--- config.mk ---
export PLATFORM = sky130hd
export DESIGN_NAME = cal_trigger_lowpower_ctrl
export DESIGN_NICKNAME = d
export VERILOG_FILES = /design/src/rtl/cal_ctrl_pkg.sv /design/src/rtl/lp_sequencer.sv /design/src/rtl/cal_trigger_lowpower_ctrl.sv
export SDC_FILE = /design/constraint.sdc
export NUM_CORES = 1
export LEC_CHECK = 0
export BUFFER_PORTS_ARGS = -buffer_cell sky130_fd_sc_hd__buf_2
export CAP_MARGIN = 30
export CORE_ASPECT_RATIO = 1.2
export CORE_UTILIZATION = 40
export DETAILED_ROUTE_END_ITERATION = 6
export MAX_ROUTING_LAYER = met4
export PLACE_DENSITY = 0.61
export SKIP_CTS_REPAIR_TIMING = 1
export SYNTH_ARGS = -nofsm -noshare
export SYNTH_HDL_FRONTEND = slang
export SYNTH_SLANG_ARGS = --single-unit
--- constraint.sdc ---
create_clock -name hclk -period 3.42 [get_ports hclk]
set_input_delay 0.513 -clock hclk [delete_from_list [all_inputs] [get_ports hclk]]
set_output_delay 0.513 -clock hclk [all_outputs]
set_load 0.05 [all_outputs]
--- src/rtl/cal_ctrl_pkg.sv ---
// Shared constants, layouts and types of the calibration trigger and low-power control block
package cal_ctrl_pkg;

  // Register indices; the byte address on the bus is four times the index
  localparam logic [7:0] IDX_STATUS = 8'h6A;
  localparam logic [7:0] IDX_PIN_CFG = 8'h6B;
  localparam logic [7:0] IDX_SOFT_TRIG = 8'h6C;
  localparam logic [7:0] IDX_LP = 8'h6E;
  localparam logic [7:0] IDX_GAIN = 8'h7A;
  localparam logic [7:0] IDX_BANDGAP = 8'h7C;
  localparam logic [7:0] IDX_TERM_A = 8'h7E;
  localparam logic [7:0] IDX_ENGINE = 8'h62;
  localparam logic [7:0] IDX_IRQ_STATUS = 8'h90;
  localparam logic [7:0] IDX_IRQ_MASK = 8'h91;

  // Reset values
  localparam logic [2:0] PIN_CFG_RST = 3'h0;
  localparam logic SOFT_TRIG_RST = 1'h1;
  localparam logic [7:0] LP_RST = 8'h88;
  localparam logic [7:0] GAIN_RST = 8'h00;
  localparam logic [3:0] BANDGAP_RST = 4'h0;
  localparam logic [7:0] TERM_A_RST = 8'h00;
  localparam logic ENGINE_RST = 1'h0;

  // Interrupt status and mask bit positions
  localparam int IRQ_FOREGROUND_COMPLETE_FLAG = 0;
  localparam int IRQ_STOPPED = 1;
  localparam int IRQ_LP_CAL = 2;
  localparam int IRQ_ALARM = 3;
  localparam int IRQ_W = 4;

  // Delays in device clock periods, as programmed by the sleep and wake codes
  localparam logic [40:0] SLEEP_PERIODS_0 = 41'h00000000480;
  localparam logic [40:0] SLEEP_PERIODS_1 = 41'h00000400080;
  localparam logic [40:0] SLEEP_PERIODS_2 = 41'h00002000080;
  localparam logic [40:0] SLEEP_PERIODS_3 = 41'h00010000080;
  localparam logic [40:0] SLEEP_PERIODS_4 = 41'h00080000080;
  localparam logic [40:0] SLEEP_PERIODS_5 = 41'h00400000080;
  localparam logic [40:0] SLEEP_PERIODS_6 = 41'h02000000080;
  localparam logic [40:0] SLEEP_PERIODS_7 = 41'h10000000080;
  localparam logic [40:0] WAKE_PERIODS_0 = 41'h00000000480;
  localparam logic [40:0] WAKE_PERIODS_1 = 41'h00002000080;
  localparam logic [40:0] WAKE_PERIODS_2 = 41'h00010000080;
  localparam logic [40:0] WAKE_PERIODS_3 = 41'h00080000080;
  // hclk is the device clock, so one period is one cycle
  localparam logic [40:0] PERIODS_PER_CYCLE = 41'h00000000001;

  typedef logic [7:0][40:0] sleep_table_type;
  typedef logic [3:0][40:0] wake_table_type;

  localparam sleep_table_type SLEEP_CYCLES_DEF = {
    SLEEP_PERIODS_7 / PERIODS_PER_CYCLE, SLEEP_PERIODS_6 / PERIODS_PER_CYCLE,
    SLEEP_PERIODS_5 / PERIODS_PER_CYCLE, SLEEP_PERIODS_4 / PERIODS_PER_CYCLE,
    SLEEP_PERIODS_3 / PERIODS_PER_CYCLE, SLEEP_PERIODS_2 / PERIODS_PER_CYCLE,
    SLEEP_PERIODS_1 / PERIODS_PER_CYCLE, SLEEP_PERIODS_0 / PERIODS_PER_CYCLE};
  localparam wake_table_type WAKE_CYCLES_DEF = {
    WAKE_PERIODS_3 / PERIODS_PER_CYCLE, WAKE_PERIODS_2 / PERIODS_PER_CYCLE,
    WAKE_PERIODS_1 / PERIODS_PER_CYCLE, WAKE_PERIODS_0 / PERIODS_PER_CYCLE};

  typedef enum logic [1:0] {
    STAT_SEL_FOREGROUND_COMPLETE_FLAG = 2'b00,
    STAT_SEL_STOPPED = 2'b01,
    STAT_SEL_ALARM = 2'b10,
    STAT_SEL_LOW = 2'b11
  } status_sel_type;

  typedef enum logic [1:0] {
    LP_IDLE = 2'b00,
    LP_SLEEP = 2'b01,
    LP_SETTLE = 2'b10,
    LP_CAL = 2'b11
  } lp_state_type;

  typedef struct packed {
    status_sel_type status_sel;
    logic hardware_trigger_select;
  } pin_cfg_type;

  typedef struct packed {
    logic [2:0] sleep_interval_code;
    logic [1:0] wake_settle_code;
    logic reserved;
    logic trigger_driven_sleep;
    logic lowpower_bgcal_enable;
  } lp_ctrl_type;

  typedef struct packed {
    logic [7:0] idx;
    logic write;
  } bus_phase_type;

endpackage

--- src/rtl/lp_sequencer.sv ---
// Low-power background calibration sequencer for one offline converter core
`timescale 1ns/1ps
`default_nettype none
module lp_sequencer
  import cal_ctrl_pkg::*;
(
  input wire logic hclk,
  input wire logic hresetn,
  input wire logic active,
  input wire logic trigger_driven_sleep,
  input wire logic trigger_level,
  input wire logic [40:0] sleep_cycles,
  input wire logic [40:0] wake_cycles,
  input wire logic core_offline,
  input wire logic lp_cal_done,
  output logic core_sleep,
  output logic core_cal_start,
  output lp_state_type state
);

  lp_state_type state_q;
  lp_state_type state_d;
  logic [40:0] count_q;
  logic sleep_q;
  logic start_q;
  wire logic sleep_end;
  wire logic settle_end;

  // timed sleep, sleep follows trigger level
  assign sleep_end = trigger_driven_sleep ? !trigger_level : (count_q == sleep_cycles - 41'h1);
  assign settle_end = (count_q == wake_cycles - 41'h1);

  always_comb begin
    state_d = state_q;
    case (state_q)
      LP_IDLE: begin
        if (active && core_offline) begin
          state_d = LP_SLEEP;
        end
      end
      LP_SLEEP: begin
        if (sleep_end) begin
          state_d = LP_SETTLE;
        end
      end
      LP_SETTLE: begin
        if (settle_end) begin
          state_d = LP_CAL;
        end
      end
      LP_CAL: begin
        if (lp_cal_done) begin
          state_d = LP_IDLE;
        end
      end
      default: state_d = LP_IDLE;
    endcase
    // leaving low-power mode abandons the sequence
    if (!active) begin
      state_d = LP_IDLE;
    end
  end

  always_ff @(posedge hclk or negedge hresetn) begin
    if (!hresetn) begin
      state_q <= LP_IDLE;
      count_q <= 41'h0;
      sleep_q <= 1'b0;
      start_q <= 1'b0;
    end else begin
      state_q <= state_d;
      count_q <= (state_d != state_q) ? 41'h0 : count_q + 41'h1;
      sleep_q <= (state_d == LP_SLEEP);
      start_q <= (state_q == LP_SETTLE) && (state_d == LP_CAL);
    end
  end

  assign core_sleep = sleep_q;
  assign core_cal_start = start_q;
  assign state = state_q;

  property p_trig_wake;
    @(posedge hclk) disable iff (!hresetn)
    (active && state_q == LP_SLEEP && trigger_driven_sleep && !trigger_level) |=> (state_q == LP_SETTLE);
  endproperty
  a_trig_wake: assert property (p_trig_wake) else $error("trigger low did not wake the core");

  property p_start_after_settle;
    @(posedge hclk) disable iff (!hresetn)
    $rose(core_cal_start) |-> $past(state_q) == LP_SETTLE && state_q == LP_CAL;
  endproperty
  a_start_after_settle: assert property (p_start_after_settle) else $error("calibration start without settling");

  property p_timed_sleep;
    @(posedge hclk) disable iff (!hresetn)
    (active && state_q == LP_SLEEP && !trigger_driven_sleep && count_q < sleep_cycles - 41'h1) |=> (state_q == LP_SLEEP || !$past(active));
  endproperty
  a_timed_sleep: assert property (p_timed_sleep) else $error("timed sleep ended early");

endmodule
`default_nettype wire

--- src/rtl/cal_trigger_lowpower_ctrl.sv ---
// Calibration trigger selection, status pin, low-power sleep control and trim registers on AHB-Lite
// Summary of operation
// - Status-select picks pin source: foreground done, stopped, alarm, or constant low.
// - Trigger-source bit 0: trigger comes from software bit, hardware pin ignored.
// - Trigger-source bit 1: trigger follows hardware pin, software bit ignored.
// - Sleep code 0..7 selects the documented sleep interval in device clocks.
// - Wake code 0..3 selects settling time before a woken core calibrates.
// - Trigger-mode bit 0: sleep length comes from the sleep code only.
// - Trigger-mode bit 1: cores sleep while trigger high, wake when low.
// - Low-power enable resets to 0 and acts only with background calibration on.
// - Eight-bit gain trim adjusts all cores; range belongs to range control.
// - Four-bit band-gap trim holds factory value, stays readable and writable.
// - Gain trim loads its start value from the fuse store.
// - Foreground-done flag reads high once foreground calibration completed or skipped.
// - Stopped flag sets on halt, clears on resume; without background, on foreground done.
`timescale 1ns/1ps
`default_nettype none
module cal_trigger_lowpower_ctrl
  import cal_ctrl_pkg::*;
#(
  parameter sleep_table_type SLEEP_CYCLES = SLEEP_CYCLES_DEF,
  parameter wake_table_type WAKE_CYCLES = WAKE_CYCLES_DEF
) (
  input wire logic hclk,
  input wire logic hresetn,
  input wire logic hsel,
  input wire logic [31:0] haddr,
  input wire logic [1:0] htrans,
  input wire logic hwrite,
  input wire logic [2:0] hsize,
  input wire logic [31:0] hwdata,
  input wire logic hready,
  output logic hreadyout,
  output logic hresp,
  output logic [31:0] hrdata,
  input wire logic cal_trigger_input_pin,
  input wire logic alarm,
  input wire logic fg_cal_start,
  input wire logic fg_cal_done,
  input wire logic bg_cal_stopped,
  input wire logic bg_cal_resumed,
  input wire logic core_offline,
  input wire logic lp_cal_done,
  input wire logic fuse_load,
  input wire logic [7:0] fuse_gain,
  input wire logic [3:0] fuse_bandgap,
  input wire logic [7:0] fuse_term_a,
  output logic cal_state_output_pin,
  output logic cal_trigger,
  output logic background_cal_enable,
  output logic core_sleep,
  output logic core_cal_start,
  output logic [7:0] gain_trim,
  output logic [3:0] bandgap_trim,
  output logic [7:0] term_a_trim,
  output logic irq
);

  // Bus phase tracking
  bus_phase_type phase_q;
  logic wr_pend_q;
  logic rd_wait_q;
  logic [31:0] hrdata_q;

  // Registers
  pin_cfg_type pin_cfg_q;
  logic software_trigger_bit_q;
  lp_ctrl_type lp_q;
  logic [7:0] gain_q;
  logic [3:0] bandgap_q;
  logic [7:0] term_a_q;
  logic bg_enable_q;
  logic [IRQ_W-1:0] irq_status_q;
  logic [IRQ_W-1:0] irq_status_d;
  logic [IRQ_W-1:0] irq_mask_q;

  // Calibration state
  logic fg_flag_q;
  logic stopped_q;
  logic trig_q;
  logic pin_q;
  logic alarm_q;

  lp_state_type lp_state;
  wire logic lp_sleep;
  wire logic lp_start;

  // Address and write decode
  wire logic accept;
  wire logic [7:0] addr_idx;
  wire logic wr_pin;
  wire logic wr_soft;
  wire logic wr_lp;
  wire logic wr_gain;
  wire logic wr_bandgap;
  wire logic wr_term_a;
  wire logic wr_engine;
  wire logic wr_irq_status;
  wire logic wr_irq_mask;
  wire logic [IRQ_W-1:0] irq_set;
  wire logic [IRQ_W-1:0] irq_clr;
  wire logic lp_active;
  wire logic trig_sel;
  wire logic pin_d;
  wire logic stopped_set;
  wire logic [40:0] sleep_cycles;
  wire logic [40:0] wake_cycles;
  logic [31:0] rd_word;

  assign accept = hsel && htrans[1] && hready;
  assign addr_idx = haddr[9:2];
  assign wr_pin = wr_pend_q && phase_q.idx == IDX_PIN_CFG;
  assign wr_soft = wr_pend_q && phase_q.idx == IDX_SOFT_TRIG;
  assign wr_lp = wr_pend_q && phase_q.idx == IDX_LP;
  assign wr_gain = wr_pend_q && phase_q.idx == IDX_GAIN;
  assign wr_bandgap = wr_pend_q && phase_q.idx == IDX_BANDGAP;
  assign wr_term_a = wr_pend_q && phase_q.idx == IDX_TERM_A;
  assign wr_engine = wr_pend_q && phase_q.idx == IDX_ENGINE;
  assign wr_irq_status = wr_pend_q && phase_q.idx == IDX_IRQ_STATUS;
  assign wr_irq_mask = wr_pend_q && phase_q.idx == IDX_IRQ_MASK;

  // Zero wait states for writes; reads take one wait state so hrdata comes from a flop
  assign hreadyout = !rd_wait_q;
  assign hresp = 1'b0;
  assign hrdata = hrdata_q;

  always_ff @(posedge hclk or negedge hresetn) begin
    if (!hresetn) begin
      phase_q <= '0;
      wr_pend_q <= 1'b0;
      rd_wait_q <= 1'b0;
      hrdata_q <= 32'h00000000;
    end else begin
      wr_pend_q <= accept && hwrite;
      rd_wait_q <= accept && !hwrite;
      if (accept) begin
        phase_q <= '{idx: addr_idx, write: hwrite};
      end
      if (rd_wait_q) begin
        hrdata_q <= rd_word;
      end
    end
  end

  // Read mux; reserved bits and unmapped addresses read as zero
  always_comb begin
    rd_word = 32'h00000000;
    case (phase_q.idx)
      IDX_STATUS: rd_word[1:0] = {stopped_q, fg_flag_q};
      IDX_PIN_CFG: rd_word[2:0] = pin_cfg_q;
      IDX_SOFT_TRIG: rd_word[0] = software_trigger_bit_q;
      IDX_LP: rd_word[7:0] = lp_q;
      IDX_GAIN: rd_word[7:0] = gain_q;
      IDX_BANDGAP: rd_word[3:0] = bandgap_q;
      IDX_TERM_A: rd_word[7:0] = term_a_q;
      IDX_ENGINE: rd_word[0] = bg_enable_q;
      IDX_IRQ_STATUS: rd_word[IRQ_W-1:0] = irq_status_q;
      IDX_IRQ_MASK: rd_word[IRQ_W-1:0] = irq_mask_q;
      default: rd_word = 32'h00000000;
    endcase
  end

  // Control registers; reserved bits are not stored, writes to them are dropped
  always_ff @(posedge hclk or negedge hresetn) begin
    if (!hresetn) begin
      pin_cfg_q <= PIN_CFG_RST;
      software_trigger_bit_q <= SOFT_TRIG_RST;
      lp_q <= LP_RST;
      bg_enable_q <= ENGINE_RST;
      irq_mask_q <= '0;
    end else begin
      if (wr_pin) begin
        pin_cfg_q <= hwdata[2:0];
      end
      if (wr_soft) begin
        software_trigger_bit_q <= hwdata[0];
      end
      if (wr_lp) begin
        lp_q <= {hwdata[7:3], 1'b0, hwdata[1:0]};
      end
      if (wr_engine) begin
        bg_enable_q <= hwdata[0];
      end
      if (wr_irq_mask) begin
        irq_mask_q <= hwdata[IRQ_W-1:0];
      end
    end
  end

  // trims take the fuse values when the fuse store delivers them
  always_ff @(posedge hclk or negedge hresetn) begin
    if (!hresetn) begin
      gain_q <= GAIN_RST;
      bandgap_q <= BANDGAP_RST;
      term_a_q <= TERM_A_RST;
    end else if (fuse_load) begin
      gain_q <= fuse_gain;
      bandgap_q <= fuse_bandgap;
      term_a_q <= fuse_term_a;
    end else begin
      if (wr_gain) begin
        gain_q <= hwdata[7:0];
      end
      if (wr_bandgap) begin
        bandgap_q <= hwdata[3:0];
      end
      if (wr_term_a) begin
        term_a_q <= hwdata[7:0];
      end
    end
  end

  assign gain_trim = gain_q;
  assign bandgap_trim = bandgap_q;
  assign term_a_trim = term_a_q;
  assign background_cal_enable = bg_enable_q;

  assign trig_sel = pin_cfg_q.hardware_trigger_select ? cal_trigger_input_pin : software_trigger_bit_q;

  // without background calibration, foreground completion also counts as stopped
  assign stopped_set = bg_cal_stopped || (fg_cal_done && !bg_enable_q);

  assign pin_d = (pin_cfg_q.status_sel == STAT_SEL_FOREGROUND_COMPLETE_FLAG) ? fg_flag_q :
                 (pin_cfg_q.status_sel == STAT_SEL_STOPPED) ? stopped_q :
                 (pin_cfg_q.status_sel == STAT_SEL_ALARM) ? alarm : 1'b0;

  always_ff @(posedge hclk or negedge hresetn) begin
    if (!hresetn) begin
      trig_q <= 1'b0;
      fg_flag_q <= 1'b0;
      stopped_q <= 1'b0;
      pin_q <= 1'b0;
      alarm_q <= 1'b0;
    end else begin
      // registered so a source switch cannot glitch the sequencer
      trig_q <= trig_sel;
      // done flag, a new foreground run clears it
      fg_flag_q <= fg_cal_done || (fg_flag_q && !fg_cal_start);
      stopped_q <= stopped_set || (stopped_q && !bg_cal_resumed);
      pin_q <= pin_d;
      alarm_q <= alarm;
    end
  end

  assign cal_trigger = trig_q;
  assign cal_state_output_pin = pin_q;

  // low-power mode needs background calibration too
  assign lp_active = lp_q.lowpower_bgcal_enable && bg_enable_q;
  assign sleep_cycles = SLEEP_CYCLES[lp_q.sleep_interval_code];
  assign wake_cycles = WAKE_CYCLES[lp_q.wake_settle_code];

  lp_sequencer u_lp_sequencer (
    .hclk(hclk),
    .hresetn(hresetn),
    .active(lp_active),
    .trigger_driven_sleep(lp_q.trigger_driven_sleep),
    .trigger_level(trig_q),
    .sleep_cycles(sleep_cycles),
    .wake_cycles(wake_cycles),
    .core_offline(core_offline),
    .lp_cal_done(lp_cal_done),
    .core_sleep(lp_sleep),
    .core_cal_start(lp_start),
    .state(lp_state)
  );

  assign core_sleep = lp_sleep;
  assign core_cal_start = lp_start;

  // Sticky interrupt sources; a set in the same cycle as a write-one-to-clear wins
  assign irq_set = {alarm && !alarm_q, lp_start, stopped_set, fg_cal_done};
  assign irq_clr = wr_irq_status ? hwdata[IRQ_W-1:0] : '0;

  always_comb begin
    irq_status_d = (irq_status_q & ~irq_clr) | irq_set;
  end

  always_ff @(posedge hclk or negedge hresetn) begin
    if (!hresetn) begin
      irq_status_q <= '0;
      irq <= 1'b0;
    end else begin
      irq_status_q <= irq_status_d;
      irq <= |(irq_status_d & irq_mask_q);
    end
  end

  property p_soft_source;
    @(posedge hclk) disable iff (!hresetn)
    !pin_cfg_q.hardware_trigger_select |=> cal_trigger == $past(software_trigger_bit_q);
  endproperty
  a_soft_source: assert property (p_soft_source) else $error("trigger not from software bit");

  property p_hw_source;
    @(posedge hclk) disable iff (!hresetn)
    pin_cfg_q.hardware_trigger_select |=> cal_trigger == $past(cal_trigger_input_pin);
  endproperty
  a_hw_source: assert property (p_hw_source) else $error("trigger not from hardware pin");

  property p_status_low;
    @(posedge hclk) disable iff (!hresetn)
    pin_cfg_q.status_sel == STAT_SEL_LOW |=> !cal_state_output_pin;
  endproperty
  a_status_low: assert property (p_status_low) else $error("status pin not held low");

  property p_status_alarm;
    @(posedge hclk) disable iff (!hresetn)
    pin_cfg_q.status_sel == STAT_SEL_ALARM |=> cal_state_output_pin == $past(alarm);
  endproperty
  a_status_alarm: assert property (p_status_alarm) else $error("status pin does not follow alarm");

  property p_foreground_complete_flag;
    @(posedge hclk) disable iff (!hresetn)
    fg_cal_done ##1 (pin_cfg_q.status_sel == STAT_SEL_FOREGROUND_COMPLETE_FLAG && !fg_cal_start) |=> cal_state_output_pin;
  endproperty
  a_foreground_complete_flag: assert property (p_foreground_complete_flag) else $error("foreground done not shown on pin");

  property p_stopped;
    @(posedge hclk) disable iff (!hresetn)
    (bg_cal_resumed && !stopped_set) |=> !stopped_q;
  endproperty
  a_stopped: assert property (p_stopped) else $error("stopped flag not cleared on resume");

  property p_fg_stops;
    @(posedge hclk) disable iff (!hresetn)
    (fg_cal_done && !bg_enable_q) |=> stopped_q;
  endproperty
  a_fg_stops: assert property (p_fg_stops) else $error("stopped flag not set on foreground done");

  property p_lp_gate;
    @(posedge hclk) disable iff (!hresetn)
    !lp_active |=> lp_state == LP_IDLE && !core_sleep;
  endproperty
  a_lp_gate: assert property (p_lp_gate) else $error("low-power sequence ran while disabled");

  property p_fuse_gain;
    @(posedge hclk) disable iff (!hresetn)
    fuse_load |=> gain_trim == $past(fuse_gain) && bandgap_trim == $past(fuse_bandgap);
  endproperty
  a_fuse_gain: assert property (p_fuse_gain) else $error("trim not loaded from fuse store");

endmodule
`default_nettype wire

==> run metrics <==
drt first pass iters=7; DR WL/cell=16.3 um; Synth top area share=46.0%; RSZ-0062 raised after global routing=no; Mapped Cells=577; grt met1 use=23.1%; gp weighted congestion=0.853; top cell type by total area after synthesis=dfrtp_1; Max IR drop VDD=0.228 mV; CP delay by family, top=simple AND/OR/NAND/NOR gates; # IOs=163; post-route minimum period=2.70 ns; clock root cell=clkbuf_16; n_diodes=0; initial core utilization=41.4%; Max Cap Violations=0; Num CTS Buffers=9; sw frac=30.8%; Nets=759; port bufs=85; first-pass GRT wire length=22.3 mm; Vias=4464; CTS tree=built; Top FF cell, synth=dfrtp_1; DRT Wirelength=13.5 mm; failing checks=design-rule violations; Finished Cell Area=6600 um^2; layer carrying the most global-route usage=met2; clk_skew=0.0121 ns; part of the cycle the worst path needs=79.0%; crit path cell chain=nor4_1, nand4_1, or4_4, a2111oi_4, a21o_4, mux2i_4, buf_12, nor2_1; DRC violations left=15; Async S/R FF share, synth=100%; internal power=2.21 mW; GR Util met2=32.6%; min-delay worst type=input port to asynchronous set/reset pin; Die Ht=134 um; full die area=14900 um^2; P_leak=3.10 nW; Clk pin slew, worst setup/hold paths=0.08 ns; P&R area growth vs syn=14.5%; global-route usage over all layers=19.4%; Crit Path Max Fanout=41; Psw=0.982 mW; Die X=112 um; H-Tree Depth=3; highest clock rate=370 MHz; Worst setup SP type=flop; clock sinks=109; Rows=47; synth top area cells=dfrtp_1, mux2_2, mux2i_1, nand2_1, nor2_1; Slew Viols, Final=0; Post-synth EDFFs=0; Cell Area, Synth=5770 um^2; vias per inst=5.37; post-synthesis register bit count=109; Sum Neg Setup Slack=0 ns; crit path DAT=2.94 ns; Power Dens Cells=483 nW/um^2; Final setup viols=0; Clock Path Buffers=2; max incr delay on CP=0.48 ns; share of layout cells above drive strength 1=25.8%; combinational power share=17.0%; status=finished with violations; Worst EP required=3.66 ns; FILL cells=1320; DRT iter0 DRCs=305; worst-margin pin slew=0.763 ns; Clk pwr share=36.3%; Worst-Skew Late Latency=0.36 ns; crit path capture type=flop; mean post-synth cell area=10.0 um^2; Seq/Total Area, Yosys=47.4%; largest net degree at the start of global routing=59; initial antenna violation count=0; vias in the first global route=4461; Fin. Hold Viols=0; post-route ant nets=0; Synth Warn #=0; hpwl dp=9.94 mm; WS Path Type=flop to flop; sequential share of power=46.7%; Placeable Area=13900 um^2; Crit path buffers/inverters=1; M3 GR Usage=4.09%; Synth cell types=60; Max stage delay cell, worst path=or4_4; GRT overflow=0; slew margin rel.=49.2%; Cell Area, Placed=6270 um^2
==> worst register-to-register path, cell delays in order (launching register included) <==
cell	delay, ns
dfrtp_1	0.43
nor4_1	0.36
nand4_1	0.22
or4_4	0.48
a2111oi_4	0.33
a21o_4	0.16
mux2i_4	0.24
buf_12	0.25
nor2_1	0.12
==> power groups by stage <==
stage | combinational [mW] | clock [mW] | sequential (mW)
floorplan | 0.290 | 0 | 1.62
global placement | 0.535 | 0 | 1.51
detailed placement | 0.544 | 0 | 1.52
CTS | 0.546 | 1.19 | 1.49
global route | 0.584 | 1.24 | 1.51
finish | 0.542 | 1.16 | 1.49
==> synth_stat cells (8+ instances only) <==
cell	n
dfrtp_1	106
nand2_1	62
nor2_1	57
mux2_2	29
mux2i_1	28
o21ai_0	28
buf_4	25
xor2_1	22
nor2_2	20
nand3_1	19
xnor2_1	17
clkbuf_1	16
nand4_1	15
a21oi_1	12
inv_1	11
nor3_1	10
nor4_1	9
and3_1	8
==> layout make-up <==
| cell class | instances | area [um^2] | share of cell area (%) |
|---|---|---|---|
| Clock buffer | 9 | 225 | 3.41 |
| Clock inverter | 7 | 105 | 1.59 |
| Inverter | 11 | 41.3 | 0.625 |
| Multi-Input combinational cell | 433 | 2790 | 42.2 |
| Sequential cell | 109 | 2730 | 41.4 |
| Tap cell | 171 | 214 | 3.24 |
| Timing Repair Buffer | 91 | 498 | 7.54 |
==> logic make-up after synthesis <==
kind of cell / Yosys count / share of synthesized area, %
mux: 58 / 10.8
simple gates: 237 / 20.9
fa+ha+maj: 1 / 0.217
buf+inv: 59 / 6.03
other cells: 1 / 0.0650
compound gates: 73 / 8.74
xor+xnor: 39 / 5.92
flops: 109 / 47.4
==> path summary, 6_finish.rpt <==
path                       cells past startpoint  slack, ns                  startpoint                    endpoint
hold / removal                                 1       0.22                     hresetn                pin_cfg_q[1]
setup / recovery                               8       0.72  u_lp_sequencer.count_q[18]  u_lp_sequencer.count_q[24]
hold reg to reg                                2       0.51                   hrdata[5]                   hrdata[5]
max in group asynchronous                      2       2.41                     hresetn                     lp_q[3]
setup reg to reg                               8       0.72  u_lp_sequencer.count_q[18]  u_lp_sequencer.count_q[24]
min in group hclk                              1       0.29                       alarm                     alarm_q
==> per-stage QoR <==
stage	util, %	total power, mW	worst slack [ns]	hold WS [ns]	std cells
floorplan	-	1.91	0.928	0.217	601
global placement	45.0	2.05	0.752	0.480	815
detailed placement	45.0	2.06	0.730	0.491	815
CTS	47.4	3.23	0.701	0.246	831
global route	47.4	3.33	0.517	0.274	831
finish	47.4	3.19	0.720	0.224	831
==> placed cells by master, fill, tap and decap left out, types with 3 or more instances in the layout <==
cell type	count
a21o_1	4
a21oi_1	12
a221oi_1	7
and3_1	8
and4_1	3
buf_2	84
buf_4	5
clkbuf_16	9
conb_1	25
dfrtp_1	106
dfstp_2	3
inv_1	11
mux2_2	29
mux2i_1	28
nand2_1	62
nand3_1	19
nand3b_1	3
nand4_1	15
nor2_1	57
nor2_2	20
nor2b_1	5
nor3_1	10
nor4_1	9
o21ai_0	28
o22ai_1	3
or3_1	7
xnor2_1	17
xor2_1	22
==> flip-flops by register name, summed over array words and instances, names as in the netlist, 2 cells and up <==
signal / flops
phase_q: 8
gain_trim: 8
hrdata: 8
irq_mask_q: 4
u_lp_sequencer.count_q: 41
u_lp_sequencer.state: 2
pin_cfg_q: 3
bandgap_trim: 4
term_a_trim: 8
lp_q: 7
irq_status_q: 4
==> metal layers <==
metal / up-vias / share of wire, %
met5: - / 0
met4: 0 / 1.7
met3: 20 / 4.5
met2: 102 / 52
met1: 2213 / 42
li1: 2129 / -
No activity file was read; power rests on OpenSTA's default activity.
